File: config.mk
export PLATFORM = sky130hd
export DESIGN_NAME = gpfc_top
export DESIGN_NICKNAME = d
export VERILOG_FILES = /design/src/gpfc_pad.sv /design/src/gpfc_pkg.sv /design/src/gpfc_pin_sync.sv /design/src/gpfc_top.sv
export SDC_FILE = /design/constraint.sdc
export NUM_CORES = 1
export LEC_CHECK = 0
export ABC_AREA = 1
export BUFFER_PORTS_ARGS = -buffer_cell sky130_fd_sc_hd__buf_2
export CAP_MARGIN = 25
export CORE_ASPECT_RATIO = 0.5
export CORE_MARGIN = 5
export CORE_UTILIZATION = 56
export CTS_CLUSTER_DIAMETER = 100
export CTS_CLUSTER_SIZE = 10
export DETAILED_ROUTE_END_ITERATION = 8
export GPL_ROUTABILITY_DRIVEN = 0
export HOLD_SLACK_MARGIN = 0.15
export PLACE_DENSITY = 0.86
export SYNTH_ARGS = -nofsm -noshare
export SYNTH_HDL_FRONTEND = slang
export SYNTH_SLANG_ARGS = --single-unit
File: constraint.sdc
create_clock -name clock -period 3.3 [get_ports clock]
set_input_delay 0 -clock clock [delete_from_list [all_inputs] [get_ports clock]]
set_output_delay 0 -clock clock [all_outputs]
set_load 0.005 [all_outputs]
File: src/gpfc_pad.sv
// Pad cells sit outside this block, so this file holds no logic.

File: src/gpfc_pkg.sv
// Shared constants and carrier types for the pin-function control block.
package gpfc_pkg;

  localparam int unsigned DATA_W        = 16;
  localparam int unsigned ADDR_W        = 16;
  localparam int unsigned PIN_W         = 32;
  localparam int unsigned GRP_W         = 4;
  localparam int unsigned IRQ_W         = 2;
  localparam int unsigned SYNC_STAGES   = 2;

  // Register addresses.
  localparam logic [15:0] ADDR_CTRL     = 16'hC006;
  localparam logic [15:0] ADDR_OUT0     = 16'hC01E;
  localparam logic [15:0] ADDR_IN0      = 16'hC020;
  localparam logic [15:0] ADDR_DIR0     = 16'hC022;
  localparam logic [15:0] ADDR_OUT1     = 16'hC024;
  localparam logic [15:0] ADDR_IN1      = 16'hC026;
  localparam logic [15:0] ADDR_DIR1     = 16'hC028;
  localparam logic [15:0] ADDR_IRQ_STAT = 16'hC02A;
  localparam logic [15:0] ADDR_IRQ_MASK = 16'hC02C;

  // Reset values and write masks.
  localparam logic [15:0] CTRL_RESET        = 16'h0000;
  localparam logic [15:0] CTRL_WMASK        = 16'h8FA3;
  localparam logic [15:0] CTRL_LOCKED_WMASK = 16'h00FF;
  localparam logic [15:0] IO_RESET          = 16'h0000;
  localparam logic [15:0] BANK1_MASK        = 16'hE1F8;
  localparam logic [15:0] RDATA_IDLE        = 16'h0000;
  localparam logic [1:0]  IRQ_RESET         = 2'h0;
  localparam logic [31:0] PIN_IMPL_MASK     = 32'hE1F8_FFFF;
  localparam logic [31:0] HPI_PIN_MASK      = 32'h01F8_FFFF;
  localparam logic [31:0] PADS_RESET        = 32'h0000_0000;

  // Control field positions.
  localparam int unsigned CTRL_LOCK_BIT  = 15;
  localparam int unsigned CTRL_SAS_BIT   = 11;
  localparam int unsigned CTRL_MODE_LSB  = 8;
  localparam int unsigned CTRL_FS_BIT    = 7;
  localparam int unsigned CTRL_SPI_BIT   = 5;
  localparam int unsigned CTRL_POL_BIT   = 1;
  localparam int unsigned CTRL_IRQEN_BIT = 0;

  // Pin groups.
  localparam int unsigned FS_PIN_LSB    = 12;
  localparam int unsigned SPI_PIN_LSB   = 8;
  localparam int unsigned SPI_SS_IDX    = 1;
  localparam int unsigned ALT_SS_PIN    = 15;
  localparam int unsigned IRQ_PIN       = 24;
  localparam int unsigned BANK1_PIN_LSB = 16;

  // Interrupt status bits.
  localparam int unsigned IRQ_PIN_EVT  = 0;
  localparam int unsigned IRQ_LOCK_EVT = 1;

  typedef enum logic [2:0] {
    GPFC_MODE_GPIO = 3'b000,
    GPFC_MODE_HPI  = 3'b101,
    GPFC_MODE_SCAN = 3'b110
  } gpfc_mode_t;

  typedef struct packed {
    logic [ADDR_W-1:0] addr;
    logic [DATA_W-1:0] wdata;
    logic              wr;
    logic              rd;
  } gpfc_bus_req_t;

  typedef struct packed {
    logic [GRP_W-1:0] out;
    logic [GRP_W-1:0] oe;
  } gpfc_grp_t;

  typedef struct packed {
    logic [PIN_W-1:0] out;
    logic [PIN_W-1:0] oe;
  } gpfc_pads_t;

endpackage

File: src/gpfc_pin_sync.sv
// Two-flop synchroniser for a vector of asynchronous pin levels.
`timescale 1ns/1ps
module gpfc_pin_sync #(
  parameter int unsigned WIDTH = 32
) (
  input  wire logic             clock,
  input  wire logic             rst_n,
  input  wire logic [WIDTH-1:0] d,
  output logic      [WIDTH-1:0] q
);

  typedef struct packed {
    logic [WIDTH-1:0] meta;
    logic [WIDTH-1:0] stable;
  } gpfc_sync_t;

  gpfc_sync_t st_ff;
  gpfc_sync_t nxt_st;

  if (WIDTH < 1) begin : g_bad_width
    $error("gpfc_pin_sync needs WIDTH of at least one");
  end

  // The first stage feeds only the second stage.
  always_comb begin
    nxt_st        = st_ff;
    nxt_st.meta   = d;
    nxt_st.stable = st_ff.meta;
  end

  always_ff @(posedge clock or negedge rst_n) begin
    if (!rst_n) begin
      st_ff <= '0;
    end else begin
      st_ff <= nxt_st;
    end
  end

  assign q = st_ff.stable;

endmodule // gpfc_pin_sync

File: src/gpfc_top.sv
// Pin-function control: shared pin muxing, IO registers and the pin interrupt.
//
// Summary of operation
// - Lock bit freezes upper control byte until reset.
// - Mode 000 plain IO, 101 host port.
// - Fast serial routing puts that port on pins 15:12.
// - SPI routing puts the SPI port on pins 11:8.
// - Alternate select moves SPI slave select to pin 15.
// - Pin 24 interrupt edge follows the polarity bit.
// - Six IO registers at their fixed addresses.
// - Pin interrupt needs control bit 0 and enable.
// - Direction bit one drives the pin, zero listens.
// - Output data reads back the last written value masked to the implemented pins.
// - Input data reads the sampled pin levels.
`timescale 1ns/1ps
module gpfc_top (
  input  wire logic                                clock,
  input  wire logic                                rst_n,
  input  wire gpfc_pkg::gpfc_bus_req_t             bus_req,
  output logic      [gpfc_pkg::DATA_W-1:0]         bus_rdata,
  input  wire logic                                io_irq_enable,
  output logic                                     irq,
  input  wire logic [gpfc_pkg::PIN_W-1:0]          pad_in,
  output logic      [gpfc_pkg::PIN_W-1:0]          pad_out,
  output logic      [gpfc_pkg::PIN_W-1:0]          pad_oe,
  input  wire gpfc_pkg::gpfc_grp_t                 fast_serial_port_drv,
  output logic      [gpfc_pkg::GRP_W-1:0]          fast_serial_port_in,
  input  wire gpfc_pkg::gpfc_grp_t                 spi_drv,
  output logic      [gpfc_pkg::GRP_W-1:0]          spi_in,
  output logic                                     spi_slave_select_in,
  input  wire gpfc_pkg::gpfc_pads_t                host_port_interface_drv,
  output logic      [gpfc_pkg::PIN_W-1:0]          host_port_interface_in,
  output logic                                     host_port_interface_active
);

  typedef struct packed {
    logic [gpfc_pkg::DATA_W-1:0] ctrl;
    logic [gpfc_pkg::DATA_W-1:0] out0;
    logic [gpfc_pkg::DATA_W-1:0] dir0;
    logic [gpfc_pkg::DATA_W-1:0] out1;
    logic [gpfc_pkg::DATA_W-1:0] dir1;
    logic                        irq_pin_prev;
    logic [gpfc_pkg::IRQ_W-1:0]  irq_stat;
    logic [gpfc_pkg::IRQ_W-1:0]  irq_mask;
    logic [gpfc_pkg::DATA_W-1:0] rdata;
    logic                        irq;
    gpfc_pkg::gpfc_pads_t        pads;
    logic [gpfc_pkg::GRP_W-1:0]  fs_in;
    logic [gpfc_pkg::GRP_W-1:0]  spi_in;
    logic                        spi_ss;
    logic [gpfc_pkg::PIN_W-1:0]  hpi_in;
    logic                        hpi_active;
  } gpfc_state_t;

  gpfc_state_t                 st_ff;
  gpfc_state_t                 nxt_st;
  logic [gpfc_pkg::PIN_W-1:0]  pin_sync;

  // Pins come from outside the clock domain and are synchronised first.
  gpfc_pin_sync #(
    .WIDTH (gpfc_pkg::PIN_W)
  ) u_pin_sync (
    .clock (clock),
    .rst_n (rst_n),
    .d     (pad_in),
    .q     (pin_sync)
  );

  // Refuse package settings that the fixed pin groups cannot serve.
  if (gpfc_pkg::PIN_W != 2 * gpfc_pkg::DATA_W) begin : g_bad_pin_w
    $error("gpfc_top needs PIN_W of twice DATA_W");
  end
  if (gpfc_pkg::IRQ_PIN >= gpfc_pkg::PIN_W) begin : g_bad_irq_pin
    $error("gpfc_top needs the interrupt pin inside the pad vector");
  end
  if (gpfc_pkg::IRQ_W > gpfc_pkg::DATA_W) begin : g_bad_irq_w
    $error("gpfc_top needs IRQ_W no wider than DATA_W");
  end
  if (gpfc_pkg::IRQ_LOCK_EVT >= gpfc_pkg::IRQ_W) begin : g_bad_evt
    $error("gpfc_top needs every status event inside IRQ_W");
  end
  if (gpfc_pkg::FS_PIN_LSB + gpfc_pkg::GRP_W > gpfc_pkg::DATA_W) begin : g_bad_fs_grp
    $error("gpfc_top needs the fast serial group inside bank 0");
  end
  if (gpfc_pkg::SPI_PIN_LSB + gpfc_pkg::GRP_W > gpfc_pkg::DATA_W) begin : g_bad_spi_grp
    $error("gpfc_top needs the SPI group inside bank 0");
  end
  if (gpfc_pkg::SPI_SS_IDX >= gpfc_pkg::GRP_W) begin : g_bad_ss_idx
    $error("gpfc_top needs the select index inside the SPI group");
  end

  // Combinational helpers derived from the current state.
  logic [2:0]                  mode_code;
  logic                        lock_on;
  logic                        sas_on;
  logic                        fs_on;
  logic                        spi_on;
  logic                        pol_rise;
  logic                        irq_pin_now;
  logic                        pin_edge;
  logic [gpfc_pkg::DATA_W-1:0] ctrl_wmask;
  logic [gpfc_pkg::PIN_W-1:0]  gpio_out;
  logic [gpfc_pkg::PIN_W-1:0]  gpio_oe;
  logic [gpfc_pkg::IRQ_W-1:0]  evt_set;
  logic [gpfc_pkg::IRQ_W-1:0]  evt_clr;
  logic [gpfc_pkg::IRQ_W-1:0]  irq_gate;
  logic                        wr_ctrl;

  always_comb begin
    mode_code  = st_ff.ctrl[gpfc_pkg::CTRL_MODE_LSB +: 3];
    lock_on    = st_ff.ctrl[gpfc_pkg::CTRL_LOCK_BIT];
    sas_on     = st_ff.ctrl[gpfc_pkg::CTRL_SAS_BIT];
    fs_on      = st_ff.ctrl[gpfc_pkg::CTRL_FS_BIT];
    spi_on     = st_ff.ctrl[gpfc_pkg::CTRL_SPI_BIT];
    pol_rise   = st_ff.ctrl[gpfc_pkg::CTRL_POL_BIT];
    irq_pin_now = pin_sync[gpfc_pkg::IRQ_PIN];
    wr_ctrl    = bus_req.wr && (bus_req.addr == gpfc_pkg::ADDR_CTRL);

    // The lock bit itself sits in the protected byte, so only reset clears it.
    ctrl_wmask = lock_on ? (gpfc_pkg::CTRL_WMASK & gpfc_pkg::CTRL_LOCKED_WMASK)
                         : gpfc_pkg::CTRL_WMASK;

    // Edge on the interrupt pin in the direction chosen by the polarity bit.
    pin_edge = pol_rise ? (irq_pin_now && !st_ff.irq_pin_prev)
                        : (!irq_pin_now && st_ff.irq_pin_prev);

    // Plain IO view of the pads, bank 1 bit k maps to pin 16 plus k.
    gpio_out = {st_ff.out1 & gpfc_pkg::BANK1_MASK, st_ff.out0};
    gpio_oe  = {st_ff.dir1 & gpfc_pkg::BANK1_MASK, st_ff.dir0};

    evt_set                          = '0;
    evt_set[gpfc_pkg::IRQ_PIN_EVT]   = pin_edge;
    evt_set[gpfc_pkg::IRQ_LOCK_EVT]  = wr_ctrl && lock_on;
    evt_clr = (bus_req.wr && (bus_req.addr == gpfc_pkg::ADDR_IRQ_STAT))
              ? bus_req.wdata[gpfc_pkg::IRQ_W-1:0] : '0;

    // The pin event reaches the output only with both enables set.
    irq_gate                         = '1;
    irq_gate[gpfc_pkg::IRQ_PIN_EVT]  = st_ff.ctrl[gpfc_pkg::CTRL_IRQEN_BIT]
                                       && io_irq_enable;
  end

  always_comb begin
    nxt_st = st_ff;
    nxt_st.irq_pin_prev = irq_pin_now;

    // Register writes.
    if (bus_req.wr) begin
      unique case (bus_req.addr)
        gpfc_pkg::ADDR_CTRL: begin
          nxt_st.ctrl = (st_ff.ctrl & ~ctrl_wmask)
                      | (bus_req.wdata & ctrl_wmask);
        end
        gpfc_pkg::ADDR_OUT0: begin
          nxt_st.out0 = bus_req.wdata;
        end
        gpfc_pkg::ADDR_DIR0: begin
          nxt_st.dir0 = bus_req.wdata;
        end
        gpfc_pkg::ADDR_OUT1: begin
          nxt_st.out1 = bus_req.wdata & gpfc_pkg::BANK1_MASK;
        end
        gpfc_pkg::ADDR_DIR1: begin
          nxt_st.dir1 = bus_req.wdata & gpfc_pkg::BANK1_MASK;
        end
        gpfc_pkg::ADDR_IRQ_MASK: begin
          nxt_st.irq_mask = bus_req.wdata[gpfc_pkg::IRQ_W-1:0];
        end
        default: begin
          nxt_st.ctrl = st_ff.ctrl;
        end
      endcase
    end

    // Sticky status: a new event wins over a clear in the same cycle.
    nxt_st.irq_stat = (st_ff.irq_stat & ~evt_clr) | evt_set;
    nxt_st.irq      = |(st_ff.irq_stat & st_ff.irq_mask & irq_gate);

    // Read data stand in the cycle after the strobe and only there.
    nxt_st.rdata = gpfc_pkg::RDATA_IDLE;
    if (bus_req.rd) begin
      unique case (bus_req.addr)
        gpfc_pkg::ADDR_CTRL: begin
          nxt_st.rdata = st_ff.ctrl & gpfc_pkg::CTRL_WMASK;
        end
        gpfc_pkg::ADDR_OUT0: begin
          nxt_st.rdata = st_ff.out0;
        end
        gpfc_pkg::ADDR_IN0: begin
          nxt_st.rdata = pin_sync[gpfc_pkg::BANK1_PIN_LSB-1:0];
        end
        gpfc_pkg::ADDR_DIR0: begin
          nxt_st.rdata = st_ff.dir0;
        end
        gpfc_pkg::ADDR_OUT1: begin
          nxt_st.rdata = st_ff.out1;
        end
        gpfc_pkg::ADDR_IN1: begin
          nxt_st.rdata = pin_sync[gpfc_pkg::PIN_W-1:gpfc_pkg::BANK1_PIN_LSB]
                         & gpfc_pkg::BANK1_MASK;
        end
        gpfc_pkg::ADDR_DIR1: begin
          nxt_st.rdata = st_ff.dir1;
        end
        gpfc_pkg::ADDR_IRQ_STAT: begin
          nxt_st.rdata = {{(gpfc_pkg::DATA_W-gpfc_pkg::IRQ_W){1'b0}}, st_ff.irq_stat};
        end
        gpfc_pkg::ADDR_IRQ_MASK: begin
          nxt_st.rdata = {{(gpfc_pkg::DATA_W-gpfc_pkg::IRQ_W){1'b0}}, st_ff.irq_mask};
        end
        default: begin
          nxt_st.rdata = gpfc_pkg::RDATA_IDLE;
        end
      endcase
    end

    // Pad muxing, lowest priority first; later owners override earlier ones.
    nxt_st.pads.out = gpio_out;
    nxt_st.pads.oe  = gpio_oe;
    if (spi_on) begin
      nxt_st.pads.out[gpfc_pkg::SPI_PIN_LSB +: gpfc_pkg::GRP_W] = spi_drv.out;
      nxt_st.pads.oe[gpfc_pkg::SPI_PIN_LSB +: gpfc_pkg::GRP_W]  = spi_drv.oe;
      if (sas_on) begin
        // Pin 9 goes back to plain IO once the select has moved.
        nxt_st.pads.out[gpfc_pkg::SPI_PIN_LSB + gpfc_pkg::SPI_SS_IDX] =
          gpio_out[gpfc_pkg::SPI_PIN_LSB + gpfc_pkg::SPI_SS_IDX];
        nxt_st.pads.oe[gpfc_pkg::SPI_PIN_LSB + gpfc_pkg::SPI_SS_IDX] =
          gpio_oe[gpfc_pkg::SPI_PIN_LSB + gpfc_pkg::SPI_SS_IDX];
      end
    end
    if (fs_on) begin
      nxt_st.pads.out[gpfc_pkg::FS_PIN_LSB +: gpfc_pkg::GRP_W] = fast_serial_port_drv.out;
      nxt_st.pads.oe[gpfc_pkg::FS_PIN_LSB +: gpfc_pkg::GRP_W]  =
        fast_serial_port_drv.oe;
    end
    if (spi_on && sas_on) begin
      // The moved slave select is an input and outranks the fast serial port.
      nxt_st.pads.out[gpfc_pkg::ALT_SS_PIN] = 1'b0;
      nxt_st.pads.oe[gpfc_pkg::ALT_SS_PIN]  = 1'b0;
    end

    nxt_st.hpi_active = 1'b0;
    unique case (mode_code)
      gpfc_pkg::GPFC_MODE_HPI: begin
        nxt_st.hpi_active = 1'b1;
        nxt_st.pads.out = (nxt_st.pads.out & ~gpfc_pkg::HPI_PIN_MASK)
                        | (host_port_interface_drv.out & gpfc_pkg::HPI_PIN_MASK);
        nxt_st.pads.oe  = (nxt_st.pads.oe & ~gpfc_pkg::HPI_PIN_MASK)
                        | (host_port_interface_drv.oe & gpfc_pkg::HPI_PIN_MASK);
      end
      gpfc_pkg::GPFC_MODE_SCAN: begin
        // Scan test owns the pins elsewhere; this block releases them all.
        nxt_st.pads.oe = '0;
      end
      default: begin
        // Plain IO and the reserved codes keep the IO view.
        nxt_st.hpi_active = 1'b0;
      end
    endcase
    nxt_st.pads.out = nxt_st.pads.out & gpfc_pkg::PIN_IMPL_MASK;
    nxt_st.pads.oe  = nxt_st.pads.oe & gpfc_pkg::PIN_IMPL_MASK;

    // Inputs handed to the alternate functions.
    nxt_st.fs_in  = fs_on ? pin_sync[gpfc_pkg::FS_PIN_LSB +: gpfc_pkg::GRP_W] : '0;
    nxt_st.spi_in = spi_on ? pin_sync[gpfc_pkg::SPI_PIN_LSB +: gpfc_pkg::GRP_W] : '0;
    if (spi_on && sas_on) begin
      nxt_st.spi_in[gpfc_pkg::SPI_SS_IDX] = pin_sync[gpfc_pkg::ALT_SS_PIN];
    end
    nxt_st.spi_ss = nxt_st.spi_in[gpfc_pkg::SPI_SS_IDX];
    nxt_st.hpi_in = (mode_code == gpfc_pkg::GPFC_MODE_HPI)
                    ? (pin_sync & gpfc_pkg::HPI_PIN_MASK) : '0;
  end

  always_ff @(posedge clock or negedge rst_n) begin
    if (!rst_n) begin
      st_ff.ctrl         <= gpfc_pkg::CTRL_RESET;
      st_ff.out0         <= gpfc_pkg::IO_RESET;
      st_ff.dir0         <= gpfc_pkg::IO_RESET;
      st_ff.out1         <= gpfc_pkg::IO_RESET;
      st_ff.dir1         <= gpfc_pkg::IO_RESET;
      st_ff.irq_pin_prev <= 1'b0;
      st_ff.irq_stat     <= gpfc_pkg::IRQ_RESET;
      st_ff.irq_mask     <= gpfc_pkg::IRQ_RESET;
      st_ff.rdata        <= gpfc_pkg::RDATA_IDLE;
      st_ff.irq          <= 1'b0;
      st_ff.pads.out     <= gpfc_pkg::PADS_RESET;
      st_ff.pads.oe      <= gpfc_pkg::PADS_RESET;
      st_ff.fs_in        <= '0;
      st_ff.spi_in       <= '0;
      st_ff.spi_ss       <= 1'b0;
      st_ff.hpi_in       <= gpfc_pkg::PADS_RESET;
      st_ff.hpi_active   <= 1'b0;
    end else begin
      st_ff <= nxt_st;
    end
  end

  assign bus_rdata                  = st_ff.rdata;
  assign irq                        = st_ff.irq;
  assign pad_out                    = st_ff.pads.out;
  assign pad_oe                     = st_ff.pads.oe;
  assign fast_serial_port_in        = st_ff.fs_in;
  assign spi_in                     = st_ff.spi_in;
  assign spi_slave_select_in        = st_ff.spi_ss;
  assign host_port_interface_in     = st_ff.hpi_in;
  assign host_port_interface_active = st_ff.hpi_active;

endmodule // gpfc_top

==> results of run 1 <==
worst min-delay path, cell delays in order:
cell     delay, ns
buf_2         0.08
nor2_1        0.03
nand2_1       0.09
nor2_4        0.11
nand3_1       0.10
nand3_1       0.07
nor2_1        0.11
nor2_1        0.06
synth_stat cells:
| library cell | n | area, um2 |
|---|---|---|
| nor2_4 | 14 | 158 |
| buf_8 | 1 | 15.0 |
| a31oi_1 | 3 | 18.8 |
| o22ai_1 | 7 | 43.8 |
| o21ai_1 | 51 | 255 |
| and3_1 | 1 | 6.26 |
| nand2_1 | 228 | 856 |
| a21oi_1 | 1 | 5.00 |
| nand2_2 | 8 | 50.1 |
| nand4_1 | 18 | 113 |
| o31ai_1 | 6 | 45.0 |
| buf_4 | 120 | 901 |
| inv_1 | 83 | 312 |
| conb_1 | 1 | 3.75 |
| a22o_1 | 15 | 131 |
| nor2_1 | 75 | 282 |
| clkinv_2 | 1 | 5.00 |
| inv_2 | 8 | 30.0 |
| nand3_1 | 27 | 135 |
| clkbuf_1 | 9 | 33.8 |
| dfrtp_1 | 212 | 5310 |
| nor3_1 | 1 | 5.00 |
| nand3_2 | 2 | 20.0 |
| nor2_8 | 1 | 20.0 |
| nand3_4 | 3 | 52.6 |
| buf_1 | 2 | 7.51 |
| nor2_2 | 5 | 31.3 |
| buf_6 | 4 | 45.0 |
| buf_2 | 10 | 50.1 |
| clkinv_1 | 1 | 3.75 |
| o21ai_0 | 29 | 145 |
| buf_12 | 1 | 20.0 |
| nand2_4 | 3 | 33.8 |
flip-flops by register name (all words and copies together) (netlist names), 4 cells and up, named ones only:
signal / flops
pad_oe: 25
u_pin_sync.q: 25
host_port_interface_in: 22
st_ff: 6
u_pin_sync.nxt_st: 25
fast_serial_port_in: 4
gpio_out: 25
bus_rdata: 16
spi_in: 4
pad_out: 25
gpio_oe: 25
metal layers:
layer  GRT usage  vias up
met5           0        -
met4      0.0987        0
met3      0.0702      100
met2       0.456      497
met1       0.367     3643
li1            -     3367
cell type report:
cell class | count | share of cell area
Clock inverter | 1 | 0.000751
Inverter | 93 | 0.0300
Timing Repair Buffer | 368 | 0.223
Multi-Input combinational cell | 522 | 0.214
Sequential cell | 212 | 0.455
Tap cell | 227 | 0.0243
Clock buffer | 25 | 0.0536
cell families after synthesis:
family | count (synthesis) | share of synthesized area
buf+inv | 240 | 0.156
compound gates | 112 | 0.0705
other cells | 1 | 0.000410
flops | 212 | 0.581
simple gates | 386 | 0.193
path summary, 6_finish.rpt:
kind	endpoint	slack [ns]	cells past startpoint
worst max-delay path	st_ff[124]	0.33	12
worst min-delay path	bus_rdata[0]	0.19	8
min in group asynchronous	u_pin_sync.nxt_st[9]	0.22	2
max in group asynchronous	pad_oe[4]	2.17	3
worst min register to register	u_pin_sync.q[31]	0.34	0
worst max register to register	pad_oe[11]	0.38	6
power groups by stage:
stage	Clock (W)	Sequential (W)	Combinational [W]
after floorplan	0	0.00269	0.0000660
after global placement	0	0.00269	0.000180
after detailed placement	0	0.00270	0.000184
after CTS	0.00233	0.00265	0.000299
after global routing	0.00246	0.00265	0.000338
final	0.00232	0.00265	0.000307
repair_timing:
item / 4_1_cts / 5_1_grt
hold buffers: 145 / 0
endpoints found under the hold margin: 286 / 0
resized for setup: 0 / 0
setup buffers: 0 / 0
cells in the final DEF, fill, tap and decap left out, types with 18 or more instances in the layout:
cell type / netlist / routed
clkbuf_16: 0 / 25
nand2_1: 228 / 228
dfrtp_1: 212 / 212
o21ai_0: 29 / 29
nand3_1: 27 / 27
conb_1: 1 / 24
nor2_1: 75 / 75
nand4_1: 18 / 18
buf_2: 10 / 219
dlygate4sd3_1: 0 / 145
o21ai_1: 51 / 51
inv_1: 83 / 83
per-stage QoR:
stage,cell area (um2),power (W),setup slack (ns)
4_1_cts,11700,0.00528,0.393
6_report,11700,0.00528,0.333
2_1_floorplan,9220,0.00275,1.94
3_3_place_gp,9580,0.00287,1.13
3_5_place_dp,9580,0.00288,1.02
5_1_grt,11700,0.00545,0.159
==> metrics.csv, run 1 <==
metric,value,unit
crit_required,3.74,ns
post-route-period-util,0.899,
crit_type,input pin to register,
synth_area,9140,um2
crit_fanout,20,
finalNonFillerCells,1448,
synthCells,951,
htree_levels,1,
finalSetupTns,0,ns
relSlewSlack,0.329,
slowest_delay,0.57,ns
dpl.cell_count,1277,
p_sw,0.00116,W
p_int,0.00412,W
yosysWarnings,0,
overflow,0,
finalNetCount,1371,
cts.path.max_buffers,3,
num_antenna_cells,0,
die_y,100,um
grt_usage,0.278,
slowest_stage,dlygate4sd3_1,
fin_util,0.721,
regArea,5310,um2
critical_path.top_delay_family,buffers and inverters,
powerDensity,453,nW/um2
vias,7607,
period_minus_slack,2.97,ns
top_layer_used,met4,
grt_pass1_vias,7814,
std_cell_rows,33,
io_pins,272,
fp.dieW,191,um
p_clk_frac,0.440,
drt_pass1_iterations,6,
holdCritStartpoint,bus_req[28],
multi_input_area,2500,um2
sw_frac_of_total,0.219,
startpoint,bus_req[26],
ys_seq_area_frac,0.581,
met1_length,10800,um
ir_worst_vdd,354,uV
clock_latency,0.50,ns
grt_max_degree,139,
path_buf_inv,5,
end_kind,register,
cts_tree,built,
cts_made_buffers,25,
wl,26800,um
final-setup-viol-count,0,
max_freq,337,MHz
detail_route.iter0.violations,718,
timing.hold.ws,0.187,ns
hold_path.class,input pin to register,
cap_violations,0,
core_area,16200,um2
leakage,6.26,nW
wl_per_cell,18.5,um
arrival,3.40,ns
rsz0062_at_grt,no,
combinationalPowerShare,0.058,
ys_types,33,
fill_cells,1043,
antenna_found_initial,0,
crit_top_cell,dlygate4sd3_1,
tightest_slew,1.01,ns
status,completed,
cts_root_buf,clkbuf_16,
met2_length,12400,um
drive_gt1_frac,0.241,
start_util,0.565,
crit_chain,dlygate4sd3_1 > buf_2 > nor2_1 > dlygate4sd3_1 > nand2_1 > nor2_4 > nand2_1 > nor2_1 > nand2_1 > dlygate4sd3_1 > o21ai_0 > dlygate4sd3_1,
cts_num_sinks,212,
area_growth,27.7,%
drv_slew,0,
hold_viol_final,0,
start_kind,input pin,
path_clk_slew,0.06,ns
wl_met3,2670,um
synth_seq_cells,212,
dp_hpwl,16100,um
drc,0,
portBuffers,220,
pwr-share-seq,0.502,
avgSynthCellArea,9.61,um2
die_area,19100,um2
grt_pass1_wl,41400,um
ant_nets,0,
viasPerCell,5.25,
skew,0.0142,ns
No activity file was read; power rests on OpenSTA's default activity.
==> inputs of run 2 (changes only) <==
--- a/config.mk
+++ b/config.mk
@@ -12,11 +12,10 @@
 export CORE_MARGIN = 5
 export CORE_UTILIZATION = 56
 export CTS_CLUSTER_DIAMETER = 100
-export CTS_CLUSTER_SIZE = 10
 export DETAILED_ROUTE_END_ITERATION = 8
 export GPL_ROUTABILITY_DRIVEN = 0
 export HOLD_SLACK_MARGIN = 0.15
-export PLACE_DENSITY = 0.86
+export PLACE_DENSITY_LB_ADDON = 0.3
 export SYNTH_ARGS = -nofsm -noshare
 export SYNTH_HDL_FRONTEND = slang
 export SYNTH_SLANG_ARGS = --single-unit
==> metrics.csv, run 2 (synthesis results as in run 1) <==
metric,value,unit,change
status,completed,,
path_buf_inv,5,,unchanged
hold_path.class,input pin to register,,
drv_slew,0,,unchanged
finalNetCount,1357,,-1.0%
wl,24400,um,-9.2%
rsz0062_at_grt,no,,
path_clk_slew,0.07,ns,about the same
slowest_stage,dlygate4sd3_1,,
post-route-period-util,0.943,,+0.0438
cts_tree,built,,
cts_root_buf,clkbuf_16,,
dp_hpwl,15700,um,-2.3%
skew,0.0143,ns,+0.0000950 ns
drive_gt1_frac,0.248,,+0.00696
crit_top_cell,dlygate4sd3_1,,
htree_levels,1,,unchanged
wl_per_cell,16.8,um,-9.1%
hold_buffers,135,,-6.9%
die_y,100,um,unchanged
area_growth,27.2,%,
start_util,0.565,,unchanged
dpl.cell_count,1278,,+0.078%
detail_route.iter0.violations,520,,-28%
finalSetupTns,0,ns,unchanged
cap_violations,0,,unchanged
leakage,6.25,nW,-0.25%
final-setup-viol-count,0,,unchanged
vias,7177,,-5.7%
die_area,19100,um2,unchanged
drt_pass1_iterations,5,,-1
fp.dieW,191,um,unchanged
period_minus_slack,3.11,ns,+0.145 ns
grt_usage,0.252,,-0.0263
overflow,0,,unchanged
clock_latency,0.49,ns,about the same
mostFrequentLayoutCells,"228 x nand2_1, 219 x buf_2, 212 x dfrtp_1, 135 x dlygate4sd3_1, 83 x inv_1",,
end_kind,register,,
drc,0,,unchanged
fill_cells,1159,,+11%
cts_num_sinks,212,,unchanged
finalInstanceArea,11600,um2,-0.36%
viasPerCell,4.96,,-5.6%
cts_resized,0,,unchanged
crit_chain,dlygate4sd3_1 > buf_2 > nor2_1 > dlygate4sd3_1 > nand2_1 > dlygate4sd3_1 > nor2_2 > dlygate4sd3_1 > nand2_1 > nand3_1 > nor2_1 > nand2_2 > nand2_4 > nor2_1,,
std_cell_rows,33,,unchanged
crit_required,3.70,ns,-0.04 ns
critical_path.top_delay_family,buffers and inverters,,
relSlewSlack,0.410,,+0.0812
antenna_found_initial,2,,+2
mostFrequentLayoutCell,nand2_1,,
cts_setup_buffers,0,,unchanged
grt_max_degree,125,,-10%
dp_worst_setup_slack,0.983,ns,-0.0348 ns
ant_nets,0,,unchanged
ir_worst_vdd,350,uV,-0.94%
core_area,16200,um2,unchanged
grt_pass1_vias,7225,,-7.5%
hold_viol_final,0,,unchanged
max_freq,321,MHz,-4.7%
powerDensity,457,nW/um2,+0.95%
start_kind,input pin,,
setup_ws,0.189,ns,-0.145 ns
crit_type,input pin to register,,
arrival,3.51,ns,+0.11 ns
dpl_cell_area,9590,um2,about the same
slowest_delay,0.59,ns,+0.02 ns
portBuffers,220,,unchanged
finalNonFillerCells,1447,,-0.069%
cts_made_buffers,20,,-20%
crit_fanout,16,,-20%
io_pins,272,,unchanged
cts.path.max_buffers,3,,unchanged
tightest_slew,0.885,ns,-0.122 ns
grt_pass1_wl,37700,um,-8.9%
-- run 2: cell count changes in the layout (fill, tap and decap cells not counted), sizes merged --
cell / previous run / this run
clkinvlp: 0 / 1
clkbuf: 25 / 26
clkinv: 2 / 6
dlygate4sd3: 145 / 135
buf: 223 / 224
diode: 0 / 1
bufinv: 0 / 2
inv: 92 / 91
-- run 2: layout make-up --
class                           instances  area [um2]  area share
Inverter                               93         350      0.0301
Timing Repair Buffer                  359        2500       0.215
Sequential cell                       212        5310       0.456
Tap cell                              227         284      0.0244
Multi-Input combinational cell        522        2500       0.215
Clock inverter                          7        87.6     0.00753
Clock buffer                           26         594      0.0511
Antenna cell                            1        2.50    0.000215
-- run 2: routing by layer --
layer | up-vias | share of wire | track usage
met1 | 3439 | 0.42 | 0.344
met4 | 4 | 0.015 | 0.0502
met2 | 344 | 0.46 | 0.409
met3 | 34 | 0.11 | 0.0737
met5 | - | 0.00086 | 0
li1 | 3356 | - | -
-- run 2: power breakdown --
part	switching [W]	internal [W]	leakage [nW]	total (W)
Combinational	0.000145	0.000153	3.09	0.000297
Clock	0.000950	0.00142	0.339	0.00237
Sequential	0.0000166	0.00263	2.82	0.00265
-- run 2: final timing paths --
check                                       from                     to  slack (ns)  cells after the start
hold reg to reg            u_pin_sync.nxt_st[23]       u_pin_sync.q[23]        0.35                      0
setup / recovery                     bus_req[18]          bus_rdata[15]        0.19                     14
min in group asynchronous                  rst_n              spi_in[2]        0.19                      2
setup reg to reg                        register             pad_oe[10]        0.43                      6
max in group asynchronous                  rst_n            gpio_out[4]        2.23                      3
hold / removal                        pad_in[22]  u_pin_sync.nxt_st[22]        0.16                      2
-- run 2: through the flow --
stage                     total power, W  hold WS [ns]   util
after floorplan                  0.00275        -0.296      -
after global placement           0.00288         0.107  0.592
after detailed placement         0.00288         0.109  0.592
final                            0.00531         0.159  0.718
after global routing             0.00550         0.151  0.718
after CTS                        0.00535         0.150  0.718
